File: src/design/rsvc_pkg.sv
// Constants, register map and encodings for the reference switchover and VCO calibration block
// Contract
// - Reset leaves switch mode revertive (00); primary preferred, return to primary when back.
// - Mode 01 nonrevertive: once on secondary, stay there until secondary fails.
// - Modes 10/11 manually pick primary/secondary, used only while that input is present.
// - Both references absent: holdover onto the crystal input if the crystal is present.
// - Holdover onto the crystal is suppressed in both manual modes.
// - Nothing present: wait, then select by switch mode and force-secondary pin.
// - Force-secondary pin picks secondary over primary choices, only while secondary present.
// - Three presence detectors sampled on PLL feedback, driving selection directly.
// - Differential receiver mode: secondary is complement, single reference, no switchover.
// - Six-bit crystal trim in 0.25 pF steps, 0 to 15.75 pF, over fixed 8 pF.
// - Reset default programmable crystal capacitance is 2 pF, 10 pF total.
// - Clearing tuning-source bit hands trim to field, whose all-ones default gives 15.75 pF.
// - VCO band and gain calibration runs automatically after every reset.
// - Forced calibration: set calibration enable, then write calibrate bit; starts on that write.
// - Output drivers hold a static level while calibration runs.
// - Band override: set band enable, then write seven-bit band number; 128 bands.
// - Feedback divider is a 20-bit integer; values below 32 are not used.
// - Each reference path has optional divide-by-five ahead of optional doubler.
// - Serial port only when either frequency-select group is all zero; else pins are output mode.
// - All register-control enable bits reset to 0, so pin decoders drive functions.
package rsvc_pkg;
	// Register offsets
	localparam logic [12:0] ADDR_VCO_CAL = 13'h000e;
	localparam logic [12:0] ADDR_VCO_BAND = 13'h0010;
	localparam logic [12:0] ADDR_CRYSTAL_OSC_INPUT_TRIM = 13'h001b;
	localparam logic [12:0] ADDR_FB_DIV_LO = 13'h0020;
	localparam logic [12:0] ADDR_FB_DIV_MID = 13'h0021;
	localparam logic [12:0] ADDR_FB_DIV_HI = 13'h0022;
	localparam logic [12:0] ADDR_SWITCH_MODE = 13'h0029;
	localparam logic [12:0] ADDR_REF_PATH = 13'h002a;
	localparam logic [12:0] ADDR_STATUS = 13'h002b;
	// Field positions
	localparam int CAL_CMD_BIT = 7;
	localparam int CAL_EN_BIT = 2;
	localparam int BAND_EN_BIT = 0;
	localparam int CRYSTAL_OSC_INPUT_SRC_BIT = 7;
	localparam int DIFF_BIT = 5;
	localparam int FB_EN_BIT = 4;
	// Reset values
	localparam logic [7:0] VCO_CAL_RST = 8'h00;
	localparam logic [7:0] VCO_BAND_RST = 8'h00;
	localparam logic [7:0] CRYSTAL_OSC_INPUT_TRIM_RST = 8'hbf;
	localparam logic [7:0] SWITCH_MODE_RST = 8'h00;
	localparam logic [7:0] REF_PATH_RST = 8'h00;
	localparam logic [19:0] FB_DIV_RST = 20'h0_0020;
	// Crystal trim: 2 pF at 0.25 pF per step
	localparam logic [5:0] CRYSTAL_OSC_INPUT_CAP_PIN_CODE = 6'h08;
	// Feedback divider floor
	localparam logic [19:0] FB_DIV_MIN = 20'h0_0020;
	// Switch modes
	localparam logic [1:0] MODE_REVERTIVE = 2'h0;
	localparam logic [1:0] MODE_NONREVERTIVE = 2'h1;
	localparam logic [1:0] MODE_MAN_PRIMARY = 2'h2;
	localparam logic [1:0] MODE_MAN_SECONDARY = 2'h3;
	// Selector states, one-hot
	typedef enum logic [3:0] {
		SEL_NONE = 4'h1,
		SEL_PRIMARY = 4'h2,
		SEL_SECONDARY = 4'h4,
		SEL_CRYSTAL = 4'h8
	} rsvc_sel_t;
	// Calibration states, one-hot
	typedef enum logic [1:0] {
		CAL_IDLE = 2'h1,
		CAL_RUN = 2'h2
	} rsvc_cal_t;
	// Timing
	localparam int CLK_PERIOD_NS = 25;
	localparam int CAL_TIME_NS = 100000;
	localparam int CAL_CYCLES = (CAL_TIME_NS + CLK_PERIOD_NS - 1) / CLK_PERIOD_NS;
	localparam int DET_TIMEOUT_SAMPLES = 8;
	// Serial frame layout
	localparam logic [4:0] SPI_INSTR_LAST = 5'h0f;
	localparam logic [4:0] SPI_DATA_FIRST = 5'h10;
	localparam logic [4:0] SPI_DATA_LAST = 5'h17;
	localparam logic [4:0] SPI_FRAME_END = 5'h18;
endpackage : rsvc_pkg

File: src/design/rsvc_presence_det.sv
// Signal presence detector sampled on the PLL feedback enable
`timescale 1ns/1ps
module rsvc_presence_det #(
	parameter int TIMEOUT = rsvc_pkg::DET_TIMEOUT_SAMPLES
) (
	input wire logic i_ref_clk,
	input wire logic i_sys_rst,
	input wire logic i_sample_en,
	input wire logic i_sig,
	output logic o_present
);
	logic last;
	logic [7:0] idle_cnt;

	// Edge watch and idle count, advanced only on feedback samples
	always_ff @(posedge i_ref_clk)
	begin
		if (i_sys_rst)
		begin
			last <= 1'b0;
			idle_cnt <= 8'h00;
			o_present <= 1'b0;
		end
		else if (i_sample_en)
		begin
			last <= i_sig;
			if (last != i_sig)
			begin
				idle_cnt <= 8'h00;
				o_present <= 1'b1;
			end
			else if (idle_cnt >= 8'(TIMEOUT - 1))
				o_present <= 1'b0;
			else
				idle_cnt <= idle_cnt + 8'h01;
		end
	end
endmodule : rsvc_presence_det

File: src/design/rsvc_spi.sv
// Three-wire serial port slave: 16-bit instruction, one data byte
`timescale 1ns/1ps
module rsvc_spi (
	input wire logic i_ref_clk,
	input wire logic i_sys_rst,
	input wire logic i_enable,
	input wire logic i_sclk,
	input wire logic i_csb,
	input wire logic i_sdio_in,
	input wire logic [7:0] i_rdata,
	output logic o_sdio_out,
	output logic o_sdio_oe,
	output logic [12:0] o_addr,
	output logic [7:0] o_wdata,
	output logic o_wr
);
	logic sclk_d;
	logic rd;
	logic [4:0] cnt;
	logic [14:0] shift;
	logic rise;
	logic fall;

	assign rise = i_sclk & ~sclk_d;
	assign fall = ~i_sclk & sclk_d;

	// Sclk history for edge detection
	always_ff @(posedge i_ref_clk)
	begin
		if (i_sys_rst)
			sclk_d <= 1'b0;
		else
			sclk_d <= i_sclk;
	end

	// Frame engine; chip select high or port disabled aborts the frame
	always_ff @(posedge i_ref_clk)
	begin
		if (i_sys_rst || i_csb || !i_enable)
		begin
			cnt <= 5'h00;
			shift <= 15'h0000;
			rd <= 1'b0;
			o_addr <= 13'h0000;
			o_wdata <= 8'h00;
			o_wr <= 1'b0;
			o_sdio_out <= 1'b0;
			o_sdio_oe <= 1'b0;
		end
		else
		begin
			o_wr <= 1'b0;
			if (rise && cnt < rsvc_pkg::SPI_FRAME_END)
			begin
				cnt <= cnt + 5'h01;
				shift <= {shift[13:0], i_sdio_in};
				if (cnt == rsvc_pkg::SPI_INSTR_LAST)
				begin
					rd <= shift[14];
					o_addr <= {shift[11:0], i_sdio_in};
				end
				if (cnt == rsvc_pkg::SPI_DATA_LAST && !rd)
				begin
					o_wdata <= {shift[6:0], i_sdio_in};
					o_wr <= 1'b1;
				end
			end
			// Read data leaves on falling edges, msb first
			if (fall && rd && cnt >= rsvc_pkg::SPI_DATA_FIRST && cnt <= rsvc_pkg::SPI_DATA_LAST)
			begin
				o_sdio_oe <= 1'b1;
				o_sdio_out <= i_rdata[3'(rsvc_pkg::SPI_DATA_LAST - cnt)];
			end
			else if (fall && cnt == rsvc_pkg::SPI_FRAME_END)
				o_sdio_oe <= 1'b0;
		end
	end
endmodule : rsvc_spi

File: src/design/rsvc_top.sv
// Reference switchover, holdover, VCO calibration and register control
`timescale 1ns/1ps
module rsvc_top #(
	parameter int CAL_CYCLES = rsvc_pkg::CAL_CYCLES,
	parameter int DET_TIMEOUT = rsvc_pkg::DET_TIMEOUT_SAMPLES
) (
	input wire logic i_ref_clk,
	input wire logic i_sys_rst,
	input wire logic i_fb_sample_en,
	input wire logic i_primary_ref_input,
	input wire logic i_secondary_ref_input,
	input wire logic i_crystal_osc_input,
	input wire logic i_force_secondary_pin,
	input wire logic [3:0] i_freq_sel_a,
	input wire logic [5:0] i_freq_sel_y,
	input wire logic [19:0] i_pin_fb_div,
	input wire logic [6:0] i_auto_band,
	input wire logic i_sclk_om0,
	input wire logic i_csb_om1,
	input wire logic i_sdio_in_om2,
	output logic o_sdio_out,
	output logic o_sdio_oe,
	output logic [2:0] o_out_mode_pins,
	output logic [3:0] o_ref_select,
	output logic o_holdover,
	output logic o_diff_input,
	output logic o_cal_busy,
	output logic o_outputs_static,
	output logic [6:0] o_vco_band,
	output logic [5:0] o_crystal_osc_input_cap_code,
	output logic [19:0] o_fb_div,
	output logic o_div5_primary,
	output logic o_x2_primary,
	output logic o_div5_secondary,
	output logic o_x2_secondary
);
	logic spi_mode;
	logic pri_present;
	logic sec_present;
	logic crystal_osc_input_present;
	logic [12:0] bus_addr;
	logic [7:0] bus_wdata;
	logic bus_wr;
	logic [7:0] bus_rdata;
	logic [7:0] vco_calibration_control;
	logic [7:0] vco_band_override;
	logic [7:0] crystal_load_trim;
	logic [7:0] reference_switch_mode;
	logic [7:0] reference_path_control;
	logic [19:0] feedback_divider;
	logic [1:0] mode;
	logic diff_mode;
	logic cal_kick;
	logic [19:0] fb_src;
	logic [12:0] cal_cnt;
	rsvc_pkg::rsvc_sel_t sel;
	rsvc_pkg::rsvc_sel_t next_sel;
	rsvc_pkg::rsvc_cal_t cal;

	// Serial mode decoded from the frequency-select pin groups
	assign spi_mode = (i_freq_sel_a == 4'h0) || (i_freq_sel_y == 6'h00);
	assign mode = reference_switch_mode[7:6];
	assign diff_mode = reference_switch_mode[rsvc_pkg::DIFF_BIT];

	rsvc_spi u_spi (
		.i_ref_clk(i_ref_clk),
		.i_sys_rst(i_sys_rst),
		.i_enable(spi_mode),
		.i_sclk(i_sclk_om0),
		.i_csb(i_csb_om1),
		.i_sdio_in(i_sdio_in_om2),
		.i_rdata(bus_rdata),
		.o_sdio_out(o_sdio_out),
		.o_sdio_oe(o_sdio_oe),
		.o_addr(bus_addr),
		.o_wdata(bus_wdata),
		.o_wr(bus_wr)
	);

	// Shared pins feed the output-mode decoder when the port is off
	always_ff @(posedge i_ref_clk)
	begin
		if (i_sys_rst)
			o_out_mode_pins <= 3'h0;
		else if (!spi_mode)
			o_out_mode_pins <= {i_sdio_in_om2, i_csb_om1, i_sclk_om0};
	end

	// One detector per input, all sampled by the feedback enable
	rsvc_presence_det #(.TIMEOUT(DET_TIMEOUT)) u_det_pri (
		.i_ref_clk(i_ref_clk),
		.i_sys_rst(i_sys_rst),
		.i_sample_en(i_fb_sample_en),
		.i_sig(i_primary_ref_input),
		.o_present(pri_present)
	);
	rsvc_presence_det #(.TIMEOUT(DET_TIMEOUT)) u_det_sec (
		.i_ref_clk(i_ref_clk),
		.i_sys_rst(i_sys_rst),
		.i_sample_en(i_fb_sample_en),
		.i_sig(i_secondary_ref_input),
		.o_present(sec_present)
	);
	rsvc_presence_det #(.TIMEOUT(DET_TIMEOUT)) u_det_crystal_osc_input (
		.i_ref_clk(i_ref_clk),
		.i_sys_rst(i_sys_rst),
		.i_sample_en(i_fb_sample_en),
		.i_sig(i_crystal_osc_input),
		.o_present(crystal_osc_input_present)
	);

	// Register writes; every control enable resets to 0 so pins rule at start
	always_ff @(posedge i_ref_clk)
	begin
		if (i_sys_rst)
		begin
			vco_calibration_control <= rsvc_pkg::VCO_CAL_RST;
			vco_band_override <= rsvc_pkg::VCO_BAND_RST;
			crystal_load_trim <= rsvc_pkg::CRYSTAL_OSC_INPUT_TRIM_RST;
			reference_switch_mode <= rsvc_pkg::SWITCH_MODE_RST;
			reference_path_control <= rsvc_pkg::REF_PATH_RST;
			feedback_divider <= rsvc_pkg::FB_DIV_RST;
		end
		else if (bus_wr)
		begin
			case (bus_addr)
				// Calibrate command bit is not stored; it only triggers
				rsvc_pkg::ADDR_VCO_CAL: vco_calibration_control <= {1'b0, bus_wdata[6:0]};
				rsvc_pkg::ADDR_VCO_BAND: vco_band_override <= bus_wdata;
				rsvc_pkg::ADDR_CRYSTAL_OSC_INPUT_TRIM: crystal_load_trim <= bus_wdata;
				rsvc_pkg::ADDR_SWITCH_MODE: reference_switch_mode <= bus_wdata;
				rsvc_pkg::ADDR_REF_PATH: reference_path_control <= bus_wdata;
				rsvc_pkg::ADDR_FB_DIV_LO: feedback_divider[7:0] <= bus_wdata;
				rsvc_pkg::ADDR_FB_DIV_MID: feedback_divider[15:8] <= bus_wdata;
				rsvc_pkg::ADDR_FB_DIV_HI: feedback_divider[19:16] <= bus_wdata[3:0];
				default: ;
			endcase
		end
	end

	// Read mux; unmapped addresses read zero
	always_comb
	begin
		case (bus_addr)
			rsvc_pkg::ADDR_VCO_CAL: bus_rdata = {o_cal_busy, vco_calibration_control[6:0]};
			rsvc_pkg::ADDR_VCO_BAND: bus_rdata = vco_band_override;
			rsvc_pkg::ADDR_CRYSTAL_OSC_INPUT_TRIM: bus_rdata = crystal_load_trim;
			rsvc_pkg::ADDR_SWITCH_MODE: bus_rdata = reference_switch_mode;
			rsvc_pkg::ADDR_REF_PATH: bus_rdata = reference_path_control;
			rsvc_pkg::ADDR_FB_DIV_LO: bus_rdata = feedback_divider[7:0];
			rsvc_pkg::ADDR_FB_DIV_MID: bus_rdata = feedback_divider[15:8];
			rsvc_pkg::ADDR_FB_DIV_HI: bus_rdata = {4'h0, feedback_divider[19:16]};
			rsvc_pkg::ADDR_STATUS: bus_rdata = {o_cal_busy, sel, crystal_osc_input_present, sec_present, pri_present};
			default: bus_rdata = 8'h00;
		endcase
	end

	// Input selection from live detector flags
	always_comb
	begin
		next_sel = rsvc_pkg::SEL_NONE;
		if (diff_mode)
		begin
			// Secondary pin is the complement here, so it never stands alone
			if (pri_present)
				next_sel = rsvc_pkg::SEL_PRIMARY;
			else if (!mode[1] && crystal_osc_input_present)
				next_sel = rsvc_pkg::SEL_CRYSTAL;
		end
		else
		begin
			case (mode)
				rsvc_pkg::MODE_REVERTIVE:
				begin
					if (i_force_secondary_pin && sec_present)
						next_sel = rsvc_pkg::SEL_SECONDARY;
					else if (pri_present)
						next_sel = rsvc_pkg::SEL_PRIMARY;
					else if (sec_present)
						next_sel = rsvc_pkg::SEL_SECONDARY;
					else if (crystal_osc_input_present)
						next_sel = rsvc_pkg::SEL_CRYSTAL;
				end
				rsvc_pkg::MODE_NONREVERTIVE:
				begin
					if (i_force_secondary_pin && sec_present)
						next_sel = rsvc_pkg::SEL_SECONDARY;
					else if (sel == rsvc_pkg::SEL_SECONDARY && sec_present)
						next_sel = rsvc_pkg::SEL_SECONDARY;
					else if (pri_present)
						next_sel = rsvc_pkg::SEL_PRIMARY;
					else if (sec_present)
						next_sel = rsvc_pkg::SEL_SECONDARY;
					else if (crystal_osc_input_present)
						next_sel = rsvc_pkg::SEL_CRYSTAL;
				end
				rsvc_pkg::MODE_MAN_PRIMARY:
				begin
					// No crystal fallback in manual modes
					if (i_force_secondary_pin && sec_present)
						next_sel = rsvc_pkg::SEL_SECONDARY;
					else if (pri_present)
						next_sel = rsvc_pkg::SEL_PRIMARY;
				end
				rsvc_pkg::MODE_MAN_SECONDARY:
				begin
					if (sec_present)
						next_sel = rsvc_pkg::SEL_SECONDARY;
				end
				default: next_sel = rsvc_pkg::SEL_NONE;
			endcase
		end
	end

	// Selector state and its registered outputs
	always_ff @(posedge i_ref_clk)
	begin
		if (i_sys_rst)
		begin
			sel <= rsvc_pkg::SEL_NONE;
			o_ref_select <= rsvc_pkg::SEL_NONE;
			o_holdover <= 1'b0;
			o_diff_input <= 1'b0;
		end
		else
		begin
			sel <= next_sel;
			o_ref_select <= next_sel;
			o_holdover <= (next_sel == rsvc_pkg::SEL_CRYSTAL);
			o_diff_input <= diff_mode;
		end
	end

	// Forced calibration needs the enable already set before the command write
	assign cal_kick = bus_wr && bus_addr == rsvc_pkg::ADDR_VCO_CAL && bus_wdata[rsvc_pkg::CAL_CMD_BIT]
		&& vco_calibration_control[rsvc_pkg::CAL_EN_BIT];

	// Calibration sequencer; reset itself starts a run
	always_ff @(posedge i_ref_clk)
	begin
		if (i_sys_rst)
		begin
			cal <= rsvc_pkg::CAL_RUN;
			cal_cnt <= 13'h0000;
		end
		else
		begin
			case (cal)
				rsvc_pkg::CAL_IDLE:
				begin
					cal_cnt <= 13'h0000;
					if (cal_kick)
						cal <= rsvc_pkg::CAL_RUN;
				end
				rsvc_pkg::CAL_RUN:
				begin
					// A new command mid-run restarts the full interval
					if (cal_kick)
						cal_cnt <= 13'h0000;
					else if (cal_cnt >= 13'(CAL_CYCLES - 1))
						cal <= rsvc_pkg::CAL_IDLE;
					else
						cal_cnt <= cal_cnt + 13'h0001;
				end
				default: cal <= rsvc_pkg::CAL_IDLE;
			endcase
		end
	end

	// Busy and static-output flags; band follows override or calibration result
	always_ff @(posedge i_ref_clk)
	begin
		if (i_sys_rst)
		begin
			o_cal_busy <= 1'b1;
			o_outputs_static <= 1'b1;
			o_vco_band <= 7'h00;
		end
		else
		begin
			o_cal_busy <= (cal == rsvc_pkg::CAL_RUN);
			o_outputs_static <= (cal == rsvc_pkg::CAL_RUN);
			if (vco_calibration_control[rsvc_pkg::BAND_EN_BIT])
				o_vco_band <= vco_band_override[7:1];
			else if (cal == rsvc_pkg::CAL_RUN)
				o_vco_band <= i_auto_band;
		end
	end

	// Crystal trim: source bit high keeps the 2 pF pin value
	always_ff @(posedge i_ref_clk)
	begin
		if (i_sys_rst)
			o_crystal_osc_input_cap_code <= rsvc_pkg::CRYSTAL_OSC_INPUT_CAP_PIN_CODE;
		else if (crystal_load_trim[rsvc_pkg::CRYSTAL_OSC_INPUT_SRC_BIT])
			o_crystal_osc_input_cap_code <= rsvc_pkg::CRYSTAL_OSC_INPUT_CAP_PIN_CODE;
		else
			o_crystal_osc_input_cap_code <= crystal_load_trim[5:0];
	end

	// Divider source chosen by its enable, clamped to the floor
	assign fb_src = reference_path_control[rsvc_pkg::FB_EN_BIT] ? feedback_divider : i_pin_fb_div;

	always_ff @(posedge i_ref_clk)
	begin
		if (i_sys_rst)
			o_fb_div <= rsvc_pkg::FB_DIV_MIN;
		else if (fb_src < rsvc_pkg::FB_DIV_MIN)
			o_fb_div <= rsvc_pkg::FB_DIV_MIN;
		else
			o_fb_div <= fb_src;
	end

	// Prescaler and doubler controls; prescaler sits ahead of the doubler
	always_ff @(posedge i_ref_clk)
	begin
		if (i_sys_rst)
		begin
			o_div5_primary <= 1'b0;
			o_x2_primary <= 1'b0;
			o_div5_secondary <= 1'b0;
			o_x2_secondary <= 1'b0;
		end
		else
		begin
			o_div5_primary <= reference_path_control[0];
			o_x2_primary <= reference_path_control[1];
			o_div5_secondary <= reference_path_control[2];
			o_x2_secondary <= reference_path_control[3];
		end
	end
endmodule : rsvc_top

File: config.mk
export PLATFORM = sky130hd
export DESIGN_NAME = rsvc_top
export DESIGN_NICKNAME = d
export VERILOG_FILES = /design/src/design/rsvc_pkg.sv /design/src/design/rsvc_presence_det.sv /design/src/design/rsvc_spi.sv /design/src/design/rsvc_top.sv
export SDC_FILE = /design/constraint.sdc
export NUM_CORES = 1
export LEC_CHECK = 0
export BUFFER_PORTS_ARGS = -buffer_cell sky130_fd_sc_hd__buf_2
export CORE_MARGIN = 3
export CORE_UTILIZATION = 25
export CTS_CLUSTER_DIAMETER = 40
export CTS_CLUSTER_SIZE = 12
export DETAILED_ROUTE_END_ITERATION = 16
export PLACE_DENSITY_LB_ADDON = 0.05
export SYNTH_ARGS = -nofsm -noshare
export SYNTH_HDL_FRONTEND = slang
export SYNTH_SLANG_ARGS = --single-unit
File: constraint.sdc
create_clock -name i_ref_clk -period 2.85 [get_ports i_ref_clk]
set_clock_uncertainty 0.15 [all_clocks]
set_input_delay 0.57 -clock i_ref_clk [delete_from_list [all_inputs] [get_ports i_ref_clk]]
set_output_delay 0.57 -clock i_ref_clk [all_outputs]
set_load 0.02 [all_outputs]
==> results of run 1 <==
==> worst max-delay path by stage <==
stage,start,to,cells after the start
after detailed placement,u_spi.o_addr[12],cal_cnt[5],8
final,u_spi.o_addr[1],cal_cnt[5],8
after CTS,u_spi.o_addr[12],cal_cnt[5],8
after floorplan,u_spi.o_addr[6],u_spi.o_sdio_out,8
after global routing,u_spi.o_addr[1],cal_cnt[7],8
after global placement,u_spi.o_addr[12],u_spi.o_sdio_out,8
==> synthesized netlist by cell type (3+ instances only) <==
cell	n
sky130_fd_sc_hd__xnor2_1	7
sky130_fd_sc_hd__nor3_1	4
sky130_fd_sc_hd__inv_1	16
sky130_fd_sc_hd__a22oi_1	7
sky130_fd_sc_hd__a21oi_1	96
sky130_fd_sc_hd__or4_1	4
sky130_fd_sc_hd__o21ai_0	17
sky130_fd_sc_hd__and2_1	10
sky130_fd_sc_hd__dfxtp_1	197
sky130_fd_sc_hd__nor2_1	116
sky130_fd_sc_hd__a211o_1	8
sky130_fd_sc_hd__a31oi_1	8
sky130_fd_sc_hd__buf_1	5
sky130_fd_sc_hd__a32oi_1	6
sky130_fd_sc_hd__nand2_1	207
sky130_fd_sc_hd__nor4_1	11
sky130_fd_sc_hd__xor2_1	12
sky130_fd_sc_hd__nand3_1	14
sky130_fd_sc_hd__a211oi_1	12
sky130_fd_sc_hd__or3_1	6
sky130_fd_sc_hd__ha_1	7
sky130_fd_sc_hd__nor3_2	3
sky130_fd_sc_hd__a221oi_1	3
sky130_fd_sc_hd__clkbuf_1	38
sky130_fd_sc_hd__nand2b_1	11
sky130_fd_sc_hd__clkbuf_2	3
sky130_fd_sc_hd__mux2i_1	51
sky130_fd_sc_hd__buf_4	3
sky130_fd_sc_hd__nand4_1	8
sky130_fd_sc_hd__and3_1	12
sky130_fd_sc_hd__buf_2	10
sky130_fd_sc_hd__nor2b_1	13
sky130_fd_sc_hd__a221o_1	3
sky130_fd_sc_hd__nand3b_1	6
sky130_fd_sc_hd__o21a_1	4
sky130_fd_sc_hd__o22ai_1	3
==> power by group through the flow <==
stage / logic (mW) / clock network (mW) / registers [mW]
after floorplan: 0.170 / 0 / 2.95
after global placement: 0.346 / 0 / 2.92
after detailed placement: 0.344 / 0 / 2.92
after CTS: 0.345 / 2.56 / 2.86
after global routing: 0.381 / 2.67 / 2.86
final: 0.338 / 2.45 / 2.85
==> critical path, stage by stage, from the launching register on <==
cell	delay, ns
sky130_fd_sc_hd__dfxtp_1	0.55
sky130_fd_sc_hd__nor2b_1	0.26
sky130_fd_sc_hd__and4_1	0.36
sky130_fd_sc_hd__nand4_1	0.23
sky130_fd_sc_hd__a21oi_1	0.26
sky130_fd_sc_hd__o21ai_0	0.28
sky130_fd_sc_hd__nor2_1	0.20
sky130_fd_sc_hd__xnor2_1	0.13
sky130_fd_sc_hd__nor2_1	0.06
==> flip-flops by register name, summed over array words and instances, names as in the netlist, 2 cells and up <==
register and cells:
feedback_divider 20, o_fb_div 20, u_det_pri.idle_cnt 8, vco_calibration_control 7
u_det_sec.idle_cnt 8, reference_path_control 8, crystal_load_trim 8, u_spi.o_addr 13
o_crystal_osc_input_cap_code 6, u_spi.o_wdata 8, u_spi.cnt 5, u_det_crystal_osc_input.idle_cnt 8
u_spi.shift 15, o_out_mode_pins 3, o_vco_band 7, cal_cnt 13
cal 2, vco_band_override 8, sel 4, reference_switch_mode 8
==> metal layers <==
layer  vias up  routed length [um]  share of wire, %  GRT usage, %
met2       129               11300                44          23.0
met3        22                 868               3.4          3.04
met5         -                   0                 0             0
li1       3558                   -                 -             -
met1      3246               12900                51          20.4
met4         0                 413               1.6          4.36
==> kinds of logic after synthesis <==
logic type	count (synthesis)	share of synthesized area, %
and+or+nand+nor	439	24.1
DFF	197	47.9
AOI/OAI and AO/OA	190	14.5
buffers and inverters	76	3.89
muxes	53	6.47
xor gates and xnor gates	19	2.02
adders and majority gates	7	1.06
==> area by class of cell <==
| type | count | area (sq um) | share of cell area, % |
|---|---|---|---|
| repair buffers | 133 | 798 | 8.05 |
| clock inverters | 14 | 141 | 1.43 |
| multi-input cells | 708 | 3990 | 40.2 |
| inverters | 16 | 60.1 | 0.606 |
| clock buffers | 18 | 439 | 4.43 |
| well taps | 435 | 544 | 5.49 |
| flip-flops and latches | 197 | 3940 | 39.8 |
==> impl_metrics.prom, run 1 <==
# TYPE chip_impl_metric gauge
chip_impl_metric{name="share_comb_of_total_power",unit="%"} 6.0
chip_impl_metric{name="drc",unit=""} 0
chip_impl_info{name="run_status",value="completed"} 1
chip_impl_info{name="cts_tree",value="yes"} 1
chip_impl_metric{name="htree_levels",unit=""} 4
chip_impl_metric{name="final.hold.worst_slack",unit="ns"} 0.205
chip_impl_metric{name="cts_resized",unit=""} 0
chip_impl_metric{name="cell_internal_pwr",unit="mW"} 4.19
chip_impl_metric{name="finish.utilization",unit="%"} 30.9
chip_impl_metric{name="setup_ws",unit="ns"} 0.257
chip_impl_metric{name="grt_max_degree",unit=""} 46
chip_impl_metric{name="clkLatencyLatePin",unit="ns"} 0.45
chip_impl_metric{name="required_time_of_the_critical_path",unit="ns"} 3.04
chip_impl_metric{name="buffer_ports.inserted",unit=""} 96
chip_impl_metric{name="power_switching_share",unit="%"} 25.7
chip_impl_metric{name="drt_first_pass_iters",unit=""} 6
chip_impl_info{name="min_from",value="i_pin_fb_div[2]"} 1
chip_impl_metric{name="syn_avg_cell_area",unit="sq um"} 8.39
chip_impl_metric{name="global_route.overflow_total",unit=""} 0
chip_impl_metric{name="die_h",unit="um"} 187
chip_impl_metric{name="preCtsSetupSlack",unit="ns"} 0.187
chip_impl_metric{name="finalSetupTns",unit="ns"} 0
chip_impl_metric{name="initial_utilization",unit="%"} 25.7
chip_impl_metric{name="p_seq_share",unit="%"} 50.5
chip_impl_metric{name="routability_driven_placement_congestion_ratio",unit=""} 0.852
chip_impl_metric{name="cts.hold.buffers_added",unit=""} 0
chip_impl_metric{name="max_cap_viol_count",unit=""} 0
chip_impl_metric{name="clockPowerShare",unit="%"} 43.5
chip_impl_metric{name="clock_pin_slew_reported_for_the_worst_setup_and_hold_paths_after_clock_tree_synthesis",unit="ns"} 0.08
chip_impl_metric{name="postSynthRegisterBits",unit=""} 197
chip_impl_info{name="yosys_most_used_dff",value="sky130_fd_sc_hd__dfxtp_1"} 1
chip_impl_info{name="cts_root_buffer",value="sky130_fd_sc_hd__clkbuf_16"} 1
chip_impl_metric{name="vdd.ir_drop.worst",unit="uV"} 413
chip_impl_info{name="most-common-layout-cells",value="sky130_fd_sc_hd__nand2_1 (207), sky130_fd_sc_hd__dfxtp_1 (197), sky130_fd_sc_hd__nor2_1 (116)"} 1
chip_impl_metric{name="place.detailed.instances",unit=""} 1489
chip_impl_info{name="post_synth_main_area_contributors",value="sky130_fd_sc_hd__dfxtp_1 (48%), sky130_fd_sc_hd__nand2_1 (9.4%), sky130_fd_sc_hd__mux2i_1 (6.2%)"} 1
chip_impl_metric{name="syn-instance-count",unit=""} 981
chip_impl_metric{name="post_cts_buffers",unit=""} 0
chip_impl_info{name="r2r_end",value="cal_cnt[5]"} 1
chip_impl_metric{name="postRouteWirelength",unit="um"} 25500
chip_impl_metric{name="max_freq",unit="GHz"} 0.386
chip_impl_metric{name="ctsLongestPathBuffers",unit=""} 2
chip_impl_metric{name="timing_max_transition_violations_final",unit=""} 0
chip_impl_metric{name="postRouteAntennaNets",unit=""} 0
chip_impl_metric{name="numCtsBuffers",unit=""} 17
chip_impl_metric{name="count_of_standard_cell_rows",unit=""} 65
chip_impl_metric{name="critical_path_arrival",unit="ns"} 2.78
chip_impl_metric{name="antenna_found_initial",unit=""} 0
chip_impl_info{name="holdPathEnd",value="o_fb_div[2]"} 1
chip_impl_metric{name="count_of_cells_along_the_worst_register_to_register_path",unit=""} 8
chip_impl_metric{name="synth_edf_count",unit=""} 0
chip_impl_info{name="cp-end-kind",value="flip-flop"} 1
chip_impl_info{name="hold_class",value="input port to flip-flop"} 1
chip_impl_metric{name="synthesis.area",unit="sq um"} 8230
chip_impl_metric{name="grt_first_pass_wirelength",unit="um"} 40700
chip_impl_metric{name="yosys_warnings",unit=""} 0
chip_impl_metric{name="grt.total_usage",unit="%"} 14.7
chip_impl_metric{name="leakagePower",unit="nW"} 3.77
chip_impl_metric{name="share_of_cells_above_drive_strength_1",unit="%"} 16.8
chip_impl_metric{name="critical_path.max_fanout",unit=""} 11
chip_impl_metric{name="worst-slew-pin-transition",unit="ns"} 0.705
chip_impl_info{name="ff_to_ff_start",value="u_spi.o_addr[1]"} 1
chip_impl_metric{name="area_growth_syn_to_layout",unit="%"} 20.4
chip_impl_metric{name="p_total",unit="mW"} 5.65
chip_impl_metric{name="design.final.nets",unit=""} 1127
chip_impl_info{name="critical_path_class",value="flip-flop to flip-flop"} 1
chip_impl_metric{name="insertedDiodeCount",unit=""} 0
chip_impl_metric{name="die_width",unit="um"} 187
chip_impl_metric{name="drc_violation_total_after_the_first_tritonroute_iteration",unit=""} 382
chip_impl_info{name="crit_path_start_kind",value="flip-flop"} 1
chip_impl_metric{name="pin_count",unit=""} 97
chip_impl_info{name="synth_top_cell_by_area",value="sky130_fd_sc_hd__dfxtp_1"} 1
chip_impl_metric{name="portion_of_the_post_synthesis_area_used_by_sequential_elements",unit="%"} 47.9
chip_impl_metric{name="wl_per_cell",unit="um"} 16.8
chip_impl_metric{name="yosys.cell_types.count",unit=""} 64
chip_impl_metric{name="setup_violations",unit=""} 0
chip_impl_metric{name="post_drt_via_cell_ratio",unit=""} 4.57
chip_impl_metric{name="finalHoldViolations",unit=""} 0
chip_impl_info{name="grt_setup_unrepaired",value="no"} 1
chip_impl_metric{name="layout_min_cycle_time",unit="ns"} 2.59
chip_impl_metric{name="place_hpwl",unit="um"} 18100
chip_impl_metric{name="synth_top_area_share",unit="%"} 47.9
chip_impl_metric{name="synth_async_sr_flop_share",unit="%"} 0
chip_impl_metric{name="net_switching_power",unit="mW"} 1.45
chip_impl_metric{name="final-instance-count-excl-fill",unit=""} 1521
chip_impl_metric{name="sink_count",unit=""} 197
chip_impl_metric{name="core_region_area",unit="sq um"} 32000
chip_impl_metric{name="num_vias",unit=""} 6955
chip_impl_metric{name="grt_pass1_vias",unit=""} 6903
chip_impl_metric{name="post-route-period-util",unit="%"} 91.0
chip_impl_metric{name="fin_area",unit="sq um"} 9910
chip_impl_metric{name="p_per_area",unit="nW/um^2"} 570
chip_impl_metric{name="net_count_after_synthesis",unit=""} 1035
chip_impl_metric{name="hold_path_depth",unit=""} 3
chip_impl_metric{name="timing.max_slew.rel_slack",unit="%"} 52.9
chip_impl_metric{name="die_area",unit="sq um"} 35200
chip_impl_metric{name="placement.cell_area",unit="sq um"} 9320
chip_impl_info{name="final_common_cell",value="sky130_fd_sc_hd__nand2_1"} 1
chip_impl_metric{name="fillCellCount",unit=""} 3494
chip_impl_metric{name="r2r_slack",unit="ns"} 0.26
No activity file was read; power rests on OpenSTA's default activity.
==> inputs of run 2 (changes only) <==
--- a/config.mk
+++ b/config.mk
@@ -6,6 +6,7 @@
 export NUM_CORES = 1
 export LEC_CHECK = 0
 export BUFFER_PORTS_ARGS = -buffer_cell sky130_fd_sc_hd__buf_2
+export CORE_ASPECT_RATIO = 0.9
 export CORE_MARGIN = 3
 export CORE_UTILIZATION = 25
 export CTS_CLUSTER_DIAMETER = 40
==> impl_metrics.prom, run 2 (same netlist as run 1, synthesis figures left out) <==
# TYPE chip_impl_metric gauge
chip_impl_info{name="most-common-layout-cells",value="sky130_fd_sc_hd__nand2_1 (207), sky130_fd_sc_hd__dfxtp_1 (197), sky130_fd_sc_hd__nor2_1 (116)"} 1
chip_impl_metric{name="timing_max_transition_violations_final",unit=""} 0
chip_impl_metric{name="place_hpwl",unit="um"} 18600
chip_impl_info{name="critical_path_class",value="flip-flop to flip-flop"} 1
chip_impl_metric{name="count_of_standard_cell_rows",unit=""} 62
chip_impl_metric{name="met2_wirelength",unit="um"} 11500
chip_impl_metric{name="crit_path_depth",unit=""} 9
chip_impl_metric{name="critPathBufInv",unit=""} 1
chip_impl_metric{name="routability_driven_placement_congestion_ratio",unit=""} 0.835
chip_impl_metric{name="die_width",unit="um"} 197
chip_impl_metric{name="sink_count",unit=""} 197
chip_impl_metric{name="ctsLongestPathBuffers",unit=""} 2
chip_impl_metric{name="p_per_area",unit="nW/um^2"} 576
chip_impl_info{name="cp-end-kind",value="flip-flop"} 1
chip_impl_info{name="path_common_cell",value="sky130_fd_sc_hd__nor2_1"} 1
chip_impl_metric{name="finish.utilization",unit="%"} 30.6
chip_impl_metric{name="grt.total_usage",unit="%"} 14.9
chip_impl_metric{name="pin_count",unit=""} 97
chip_impl_metric{name="hold_path_depth",unit=""} 3
chip_impl_metric{name="drt-met1-wl",unit="um"} 13200
chip_impl_info{name="crit_path_start_kind",value="flip-flop"} 1
chip_impl_metric{name="num_vias",unit=""} 6999
chip_impl_metric{name="die_area",unit="sq um"} 35200
chip_impl_metric{name="net_switching_power",unit="mW"} 1.41
chip_impl_metric{name="grt_pass1_vias",unit=""} 6845
chip_impl_metric{name="layout_min_cycle_time",unit="ns"} 2.58
chip_impl_metric{name="wl_per_cell",unit="um"} 17.2
chip_impl_metric{name="initial_utilization",unit="%"} 25.6
chip_impl_metric{name="drt_first_pass_iters",unit=""} 5
chip_impl_metric{name="insertedDiodeCount",unit=""} 0
chip_impl_metric{name="wl_met3",unit="um"} 930
chip_impl_metric{name="clock_pin_slew_reported_for_the_worst_setup_and_hold_paths_after_clock_tree_synthesis",unit="ns"} 0.07
chip_impl_metric{name="drc",unit=""} 0
chip_impl_metric{name="vdd.ir_drop.worst",unit="uV"} 386
chip_impl_metric{name="numCtsBuffers",unit=""} 17
chip_impl_metric{name="finalSetupTns",unit="ns"} 0
chip_impl_metric{name="critical_path.max_fanout",unit=""} 12
chip_impl_info{name="timing.critical_path.cells",value="buf_4 > mux2i_1 > nor2_1 > a221oi_1 > o21ai_0 > a221o_1 > a32oi_1 > o41a_1 > nor2_1"} 1
chip_impl_metric{name="grt_max_degree",unit=""} 46
chip_impl_metric{name="post-route-period-util",unit="%"} 90.4
chip_impl_metric{name="slowest_delay",unit="ns"} 0.47
chip_impl_metric{name="global_route.overflow_total",unit=""} 0
chip_impl_info{name="hold_class",value="input port to flip-flop"} 1
chip_impl_metric{name="drc_violation_total_after_the_first_tritonroute_iteration",unit=""} 495
chip_impl_info{name="slowest_stage",value="sky130_fd_sc_hd__dfxtp_1"} 1
chip_impl_metric{name="setup_violations",unit=""} 0
chip_impl_metric{name="place.detailed.instances",unit=""} 1468
chip_impl_metric{name="share_comb_of_total_power",unit="%"} 5.9
chip_impl_metric{name="leakagePower",unit="nW"} 3.76
chip_impl_metric{name="required_time_of_the_critical_path",unit="ns"} 3.01
chip_impl_metric{name="cts.hold.buffers_added",unit=""} 0
chip_impl_metric{name="share_of_cells_above_drive_strength_1",unit="%"} 16.7
chip_impl_info{name="cts_root_buffer",value="sky130_fd_sc_hd__clkbuf_16"} 1
chip_impl_metric{name="worst-slew-pin-transition",unit="ns"} 0.710
chip_impl_metric{name="grt_first_pass_wirelength",unit="um"} 40300
chip_impl_metric{name="postRouteWirelength",unit="um"} 25900
chip_impl_metric{name="final-instance-count-excl-fill",unit=""} 1500
chip_impl_metric{name="post_drt_via_cell_ratio",unit=""} 4.67
chip_impl_metric{name="power_switching_share",unit="%"} 24.9
chip_impl_metric{name="postRouteAntennaNets",unit=""} 0
chip_impl_metric{name="area_growth_syn_to_layout",unit="%"} 19.6
chip_impl_metric{name="antenna_found_initial",unit=""} 0
chip_impl_metric{name="htree_levels",unit=""} 4
chip_impl_info{name="top_signal_layer_used",value="met4"} 1
chip_impl_info{name="biggestRegsByFlops",value="feedback_divider: 20 flops, o_fb_div: 20 flops, u_spi.shift: 15 flops"} 1
chip_impl_metric{name="die_h",unit="um"} 178
chip_impl_metric{name="max_freq",unit="GHz"} 0.388
chip_impl_metric{name="timing.max_slew.rel_slack",unit="%"} 52.6
chip_impl_metric{name="clkLatencyLatePin",unit="ns"} 0.44
chip_impl_info{name="final_common_cell",value="sky130_fd_sc_hd__nand2_1"} 1
chip_impl_metric{name="design.final.nets",unit=""} 1125
chip_impl_metric{name="clockPowerShare",unit="%"} 43.7
chip_impl_metric{name="cell_internal_pwr",unit="mW"} 4.26
chip_impl_info{name="critPathTopFamily",value="compound AO/OA/AOI/OAI gates"} 1
chip_impl_info{name="grt_setup_unrepaired",value="no"} 1
chip_impl_info{name="cts_tree",value="yes"} 1
chip_impl_metric{name="finalHoldViolations",unit=""} 0
chip_impl_metric{name="max_cap_viol_count",unit=""} 0
chip_impl_metric{name="p_seq_share",unit="%"} 50.4
chip_impl_metric{name="count_of_cells_along_the_worst_register_to_register_path",unit=""} 9
chip_impl_info{name="run_status",value="completed"} 1
chip_impl_metric{name="core_region_area",unit="sq um"} 32200
chip_impl_metric{name="buffer_ports.inserted",unit=""} 96
chip_impl_metric{name="critical_path_arrival",unit="ns"} 2.74
[run 2: changes by cell type in the layout (fill, tap and decap cells not counted), moves of 2 or more]
cell,before,now
sky130_fd_sc_hd__buf_12,3,0
sky130_fd_sc_hd__clkinv_2,1,4
sky130_fd_sc_hd__clkinv_4,3,1
sky130_fd_sc_hd__inv_8,2,0
[run 2: through the flow]
step	setup slack (ns)	instance area (sq um)	hold WS (ns)	power (mW)
detailed placement	0.163	9250	0.295	3.26
global route	0.00695	9850	0.228	5.93
floorplan	0.505	8230	0.277	3.12
CTS	0.135	9830	0.200	5.78
global placement	0.128	9250	0.293	3.27
finish	0.273	9850	0.223	5.67
[run 2: worst paths after layout]
path	slack, ns	from	to
worst max-delay path	0.27	u_spi.o_addr[0]	u_spi.o_sdio_out
worst min-delay path	0.22	i_pin_fb_div[0]	o_fb_div[0]
worst max register to register	0.27	u_spi.o_addr[0]	u_spi.o_sdio_out
worst min register to register	0.30	u_spi.shift[13]	u_spi.shift[14]
[run 2: layout make-up]
type | instances | area [sq um]
fillers | 3428 | 22300
multi-input cells | 708 | 3990
flip-flops and latches | 197 | 3940
repair buffers | 131 | 746
well taps | 416 | 520
clock buffers | 18 | 439
clock inverters | 14 | 148
inverters | 16 | 60.1
[run 2: layer usage]
metal	vias to the layer above	GRT usage (%)
met3	18	2.59
met2	123	23.0
met5	-	0
met4	0	3.92
met1	3303	21.4
li1	3555	-
[run 2: power groups by stage]
stage / logic, mW / registers (mW) / clock network [mW]
finish: 0.336 / 2.86 / 2.48
global route: 0.378 / 2.87 / 2.69
CTS: 0.343 / 2.86 / 2.58
detailed placement: 0.342 / 2.92 / 0
global placement: 0.345 / 2.92 / 0
floorplan: 0.170 / 2.95 / 0
[run 2: tightest hold or removal path, stage by stage]
cell,delay (ns)
sky130_fd_sc_hd__buf_2,0.08
sky130_fd_sc_hd__mux2i_1,0.05
sky130_fd_sc_hd__nor2_1,0.07
[run 2: timing repair]
item / 4_1_cts / 5_1_grt
buffers inserted: 0 / 0
resized for setup: 0 / 4
endpoints found under the setup margin: 0 / 1
